--- src/verilog/multiplier_regs.vh ---
`ifndef MULTIPLIER_REGS_VH
`define MULTIPLIER_REGS_VH
// ****************************************
// Opcodes, address limits and phases
// ****************************************
`define OPC_FILE_MUL 7'h01
`define OPC_IMM_MUL 8'h0d
`define ILO_LIMIT 8'h5f
`define ACCESS_SPLIT 8'h60
`define ACCESS_HI_PAGE 4'hf
`define PH_DECODE 4'h1
`define PH_READ 4'h2
`define PH_PROC 4'h4
`define PH_WRITE 4'h8
`endif

--- src/verilog/byte_multiplier.v ---
`include "multiplier_regs.vh"
// Operation
// - Unsigned accumulator times memory byte
// - Full 16-bit result to product pair
// - High byte high, low byte low
// - Accumulator and source byte stay unchanged
// - No status flag changes on multiply
// - Decode 0000001a plus file address
// - Bank bit zero uses access bank
// - Bank bit one uses bank_select
// - Extended set, low address: indexed offset
// - Decode, read, compute, write phases
module byte_multiplier (
  input wire REF_CLK,
  input wire SRST,
  input wire [15:0] INSTR,
  input wire [7:0] ACCUM,
  input wire [3:0] BANK_SELECT,
  input wire [11:0] INDEX_BASE,
  input wire EXT_SET_EN,
  input wire [7:0] MEM_RDATA,
  output reg [11:0] MEM_ADDR,
  output reg MEM_RD,
  output reg [3:0] PHASE,
  output reg BUSY,
  output reg [7:0] PRODUCT_HIGH,
  output reg [7:0] PRODUCT_LOW,
  output reg PROD_WE
);
  // ****************************************
  // Phase sequencer
  // ****************************************
  localparam IDLE = 5'h01;
  localparam Q1 = 5'h02;
  localparam Q2 = 5'h04;
  localparam Q3 = 5'h08;
  localparam Q4 = 5'h10;
  reg [4:0] state_r;
  reg [4:0] state_nxt;
  reg is_file_r;
  reg is_file_nxt;
  reg [7:0] imm_r;
  reg [7:0] imm_nxt;
  reg [11:0] addr_nxt;
  reg rd_nxt;
  reg [3:0] phase_nxt;
  reg busy_nxt;
  reg [7:0] op_a_r;
  reg [7:0] op_a_nxt;
  reg [7:0] op_b_r;
  reg [7:0] op_b_nxt;
  reg [15:0] prod_r;
  reg [15:0] prod_nxt;
  reg [7:0] high_nxt;
  reg [7:0] low_nxt;
  reg we_nxt;
  wire [15:0] prod;
  wire take;
  wire f_bank;
  wire [7:0] f_addr;

  // ****************************************
  // Decode helpers
  // ****************************************
  // Opcode tests are shared by the sequencer and the capture stage
  function dec_file;
    input [15:0] word;
    begin
      dec_file = (word[15:9] == `OPC_FILE_MUL);
    end
  endfunction

  function dec_imm;
    input [15:0] word;
    begin
      dec_imm = (word[15:8] == `OPC_IMM_MUL);
    end
  endfunction

  function dec_any;
    input [15:0] word;
    begin
      dec_any = dec_file(word) || dec_imm(word);
    end
  endfunction

  function [3:0] phase_code;
    input [4:0] st;
    begin
      case (st)
        Q1: phase_code = `PH_DECODE;
        Q2: phase_code = `PH_READ;
        Q3: phase_code = `PH_PROC;
        Q4: phase_code = `PH_WRITE;
        default: phase_code = 4'h0;
      endcase
    end
  endfunction

  // Address formation for the file operand
  function [11:0] op_address;
    input a;
    input [7:0] f;
    input [3:0] bank;
    input ext;
    input [11:0] base;
    begin
      if (a)
        op_address = {bank, f};
      else if (ext && (f <= `ILO_LIMIT))
        op_address = base + {4'h0, f};
      else if (f < `ACCESS_SPLIT)
        op_address = {4'h0, f};
      else
        op_address = {`ACCESS_HI_PAGE, f};
    end
  endfunction

  // ****************************************
  // Sequencer
  // ****************************************
  assign f_bank = INSTR[8];
  assign f_addr = INSTR[7:0];
  assign take = dec_any(INSTR);

  // Q4 also takes, so one word issues every four cycles
  always @* begin
    case (state_r)
      IDLE: state_nxt = take ? Q1 : IDLE;
      Q1: state_nxt = Q2;
      Q2: state_nxt = Q3;
      Q3: state_nxt = Q4;
      Q4: state_nxt = take ? Q1 : IDLE;
      default: state_nxt = IDLE;
    endcase
  end

  always @* begin
    phase_nxt = phase_code(state_nxt);
    busy_nxt = (state_nxt != IDLE);
  end

  // ****************************************
  // Capture and datapath
  // ****************************************
  // Operand capture happens only on a fresh take
  always @* begin
    is_file_nxt = is_file_r;
    imm_nxt = imm_r;
    addr_nxt = MEM_ADDR;
    rd_nxt = 1'b0;
    if (state_nxt == Q1) begin
      is_file_nxt = dec_file(INSTR);
      imm_nxt = f_addr;
      addr_nxt = op_address(f_bank, f_addr, BANK_SELECT, EXT_SET_EN, INDEX_BASE);
      rd_nxt = dec_file(INSTR);
    end
  end

  product_unit #(.W(8)) u_mul (
    .a(op_a_r),
    .b(op_b_r),
    .p(prod)
  );

  // Read only: no path writes the accumulator or the source byte
  always @* begin
    op_a_nxt = op_a_r;
    op_b_nxt = op_b_r;
    if (state_r == Q2) begin
      op_a_nxt = ACCUM;
      op_b_nxt = is_file_r ? MEM_RDATA : imm_r;
    end
  end

  always @* begin
    prod_nxt = prod_r;
    if (state_r == Q3)
      prod_nxt = prod;
  end

  // The pair strobe is the only write; no flag is touched
  always @* begin
    high_nxt = PRODUCT_HIGH;
    low_nxt = PRODUCT_LOW;
    we_nxt = 1'b0;
    if (state_r == Q4) begin
      high_nxt = prod_r[15:8];
      low_nxt = prod_r[7:0];
      we_nxt = 1'b1;
    end
  end

  // ****************************************
  // Registers
  // ****************************************
  always @(posedge REF_CLK) begin
    if (SRST) begin
      state_r <= IDLE;
      PHASE <= 4'h0;
      BUSY <= 1'b0;
    end else begin
      state_r <= state_nxt;
      PHASE <= phase_nxt;
      BUSY <= busy_nxt;
    end
  end

  always @(posedge REF_CLK) begin
    if (SRST) begin
      is_file_r <= 1'b0;
      imm_r <= 8'h00;
      MEM_ADDR <= 12'h000;
      MEM_RD <= 1'b0;
    end else begin
      is_file_r <= is_file_nxt;
      imm_r <= imm_nxt;
      MEM_ADDR <= addr_nxt;
      MEM_RD <= rd_nxt;
    end
  end

  always @(posedge REF_CLK) begin
    if (SRST) begin
      op_a_r <= 8'h00;
      op_b_r <= 8'h00;
    end else begin
      op_a_r <= op_a_nxt;
      op_b_r <= op_b_nxt;
    end
  end

  always @(posedge REF_CLK) begin
    if (SRST) begin
      prod_r <= 16'h0000;
    end else begin
      prod_r <= prod_nxt;
    end
  end

  // Product stays visible until the next write strobe
  always @(posedge REF_CLK) begin
    if (SRST) begin
      PRODUCT_HIGH <= 8'h00;
      PRODUCT_LOW <= 8'h00;
      PROD_WE <= 1'b0;
    end else begin
      PRODUCT_HIGH <= high_nxt;
      PRODUCT_LOW <= low_nxt;
      PROD_WE <= we_nxt;
    end
  end
endmodule // byte_multiplier

--- src/verilog/product_unit.v ---
`include "multiplier_regs.vh"
// ****************************************
// Unsigned 8x8 product
// ****************************************
module product_unit #(
  parameter W = 8
) (
  input wire [W-1:0] a,
  input wire [W-1:0] b,
  output wire [2*W-1:0] p
);
  // Zero extension only, no sign handling
  assign p = {{W{1'b0}}, a} * {{W{1'b0}}, b};
endmodule // product_unit
--- config.mk ---
export PLATFORM = sky130hd
export DESIGN_NAME = byte_multiplier
export DESIGN_NICKNAME = d
export VERILOG_FILES = /design/src/verilog/byte_multiplier.v /design/src/verilog/product_unit.v
export VERILOG_INCLUDE_DIRS = /design/src /design/src/verilog
export SDC_FILE = /design/constraint.sdc
export NUM_CORES = 1
export LEC_CHECK = 0
export ABC_AREA = 1
export BUFFER_PORTS_ARGS = -buffer_cell sky130_fd_sc_hd__buf_2
export CAP_MARGIN = 40
export CORE_UTILIZATION = 45
export DETAILED_ROUTE_END_ITERATION = 12
export PLACE_DENSITY = 0.74
export SETUP_SLACK_MARGIN = 0.02
export SYNTH_ARGS = -nofsm -noshare
export SYNTH_HDL_FRONTEND = slang
export SYNTH_HIERARCHICAL = 1
export SYNTH_SLANG_ARGS = --single-unit
--- constraint.sdc ---
create_clock -name REF_CLK -period 9 [get_ports REF_CLK]
set_clock_uncertainty 0.2 [all_clocks]
set_input_delay 0.9 -clock REF_CLK [delete_from_list [all_inputs] [get_ports REF_CLK]]
set_output_delay 0.9 -clock REF_CLK [all_outputs]
set_load 0.02 [all_outputs]
==> results.cfg <==
[run_status]
status = finished clean

[finish]
antenna_cells = 0
final_cell_mix = inv_1 (191), nand2_1 (190), buf_2 (85), dfxtp_1 (81), nor2_1 (72)
drive_gt1_share_pct = 15.1
syn_to_final_growth_pct = 13.2
final_common_cell = inv_1
nNetsFinal = 1045
fin_area_um2 = 6780

[floorplanning]
die_y_um = 117
pin_count = 86
core_um2 = 12800
num_rows = 41
initial_core_util_pct = 46.7
die_w_um = 117
dieArea_um2 = 13800

[timing]
finalMaxSlewViolations = 0
fin_crit_sh_pct = 47.0
setup_tns_ns = 0
rsz0062_at_grt = false
slew_headroom_pct = 46.1
finalHoldViolations = 0
fmax_mhz = 236
layout_min_cycle_time_ns = 4.23
finalSetupViolCount = 0
worst_slew_pin_slew_ns = 0.807

[pwr]
power.density_nw_per_um2 = 112
leakagePower_uw = 0.00393
ir_drop_mv = 0.0886

[setup_path]
start_kind = flop
crit_path_end_kind = flop
worst_ep_required_time_ns = 9.04
worstPathMaxFanout = 9
arrival_ns = 4.27
critical_path_class = flop to flop

[synthesis]
synth_cells = 850
ys_seq_area_share_pct = 27.1
syn_area_um2 = 5990
yosysTopAreaCell = dfxtp_1
synth-seq-cells = 81
yosys-top-cells-area = dfxtp_1 (27%), fa_1 (12%), inv_1 (12%)
synth.avg_cell_area_um2 = 7.05
yosysUniqueCellTypes = 38
synth_top_cell_area_share_pct = 27.1
synthesis.nets = 982
ys_dominant_reg_cell = dfxtp_1
yosysWarnings = 6
synthArstFlopShare_pct = 0
synth-edff-count = 0

[place]
port-buffer-count = 85
place_area_um2 = 6500
place_congestion = 0.926
hpwl_mm = 10.1

[clock_network]
clk_latency_ns = 0.35
htreeDepth = 3
root_buffer = clkbuf_16
ctsHoldBuffers = 0
numCtsBuffers = 9
clk_pin_slew_ns = 0.06
cts_tree = done
cts_setup_buffers = 0
cts_max_path_buffers = 2
cts.sinks = 81
ctsResizeCount = 0

[global_routing]
grt_pass1_wl_mm = 21.9
antenna_found_initial = 0
grt_pass1_vias = 4845
overflow = 0
grt_usage_pct = 19.6
grt_max_degree = 36

[route]
ant_nets = 0
first_pass_iters = 4
via_per_inst = 4.66
vias = 5076
wl_per_cell_um = 11.5
wirelength_mm = 12.6
drt_iter0_drc = 275
drc = 0

[job]
drv_cap = 0

[min_path]
hp-class = flop to flop
==> cells in the mapped netlist (2+ instances only) <==
| cell | n |
|---|---|
| inv_1 | 191 |
| nand2_1 | 190 |
| dfxtp_1 | 81 |
| nor2_1 | 72 |
| o21ai_0 | 53 |
| ha_1 | 44 |
| a21oi_1 | 39 |
| fa_1 | 37 |
| clkbuf_1 | 28 |
| nand3_1 | 28 |
| a211oi_1 | 16 |
| nand4_1 | 9 |
| inv_2 | 8 |
| xor2_1 | 7 |
| o21ai_2 | 5 |
| or2_2 | 4 |
| buf_2 | 3 |
| nand2_2 | 3 |
| nand3_2 | 3 |
| nor2_2 | 3 |
| nor2_4 | 3 |
| o22ai_1 | 3 |
| a21oi_2 | 2 |
| nand2_4 | 2 |
| o21ai_1 | 2 |
| xnor2_1 | 2 |
==> kinds of logic after synthesis <==
group / share of synthesized area (%)
multiplexers: 0.167
adder cells (fa/ha/maj): 21.5
AO/OA/AOI/OAI: 11.6
XOR/XNOR: 1.32
flip-flops: 27.1
AND/OR/NAND/NOR: 23.1
buffers and inverters: 15.2
==> worst paths after layout <==
kind	from	to	slack, ns	cells past startpoint
max	op_b_r[7]$_SDFFE_PP0P_	prod_r[15]$_SDFFE_PP0N_	4.77	18
min	PRODUCT_LOW[6]$_SDFFE_PP0P_	PRODUCT_LOW[6]$_SDFFE_PP0P_	0.24	2
max reg2reg	op_b_r[7]$_SDFFE_PP0P_	prod_r[15]$_SDFFE_PP0N_	4.77	18
min reg2reg	PRODUCT_LOW[6]$_SDFFE_PP0P_	PRODUCT_LOW[6]$_SDFFE_PP0P_	0.24	2
==> report_power, final <==
group | switching [uW] | internal, uW | leakage (uW)
clock network | 155 | 189 | 0.000136
registers | 0.342 | 359 | 0.000652
logic | 35.3 | 23.5 | 0.00314
==> state kept, by name, summed over array words and instances (netlist names) <==
| signal | flops |
|---|---|
| is_file_r | 1 |
| BUSY | 1 |
| imm_r | 8 |
| PHASE | 4 |
| prod_r | 16 |
| PRODUCT_LOW | 8 |
| MEM_RD | 1 |
| MEM_ADDR | 12 |
| PROD_WE | 1 |
| state_r | 5 |
| op_a_r | 8 |
| PRODUCT_HIGH | 8 |
| op_b_r | 8 |
==> area by class of cell <==
cell class | count | area [um^2]
well taps | 172 | 215
multi-input cells | 535 | 3460
repair buffers | 86 | 453
flip-flops and latches | 81 | 1620
fillers | 1246 | 6040
inverters | 200 | 753
clock buffers | 9 | 225
clock inverters | 7 | 56.3
==> worst max-delay path, stage by stage (launching register included) <==
cell     delay [ns]
dfxtp_1        0.52
nand2_1        0.13
fa_1           0.52
fa_1           0.55
inv_1          0.05
fa_1           0.52
inv_1          0.05
fa_1           0.52
inv_1          0.04
ha_1           0.35
nand2_1        0.10
inv_2          0.08
nand2_2        0.06
nor2_2         0.07
nand2_1        0.06
nand4_1        0.07
nand2_1        0.06
nor2_1         0.10
nor2_1         0.05
==> stage by stage <==
stage	util (%)	hold slack (ns)	total power [uW]	setup slack (ns)	instances
after floorplan	-	0.222	404	4.90	850
after global placement	50.5	0.231	424	4.83	1073
after detailed placement	50.7	0.231	426	4.77	1074
after CTS	52.9	0.241	772	4.75	1090
after global routing	52.9	0.252	797	4.48	1090
final	52.9	0.240	762	4.77	1090
==> per-layer routing <==
| metal | up-vias | routed length [um] | GRT usage (%) |
|---|---|---|---|
| met5 | - | 0 | 0 |
| met4 | 0 | 193 | 6.98 |
| met3 | 14 | 614 | 5.30 |
| met2 | 96 | 5870 | 32.5 |
| met1 | 2256 | 5890 | 24.3 |
| li1 | 2710 | - | - |
Note: power is estimated with default switching activity, not from simulation.
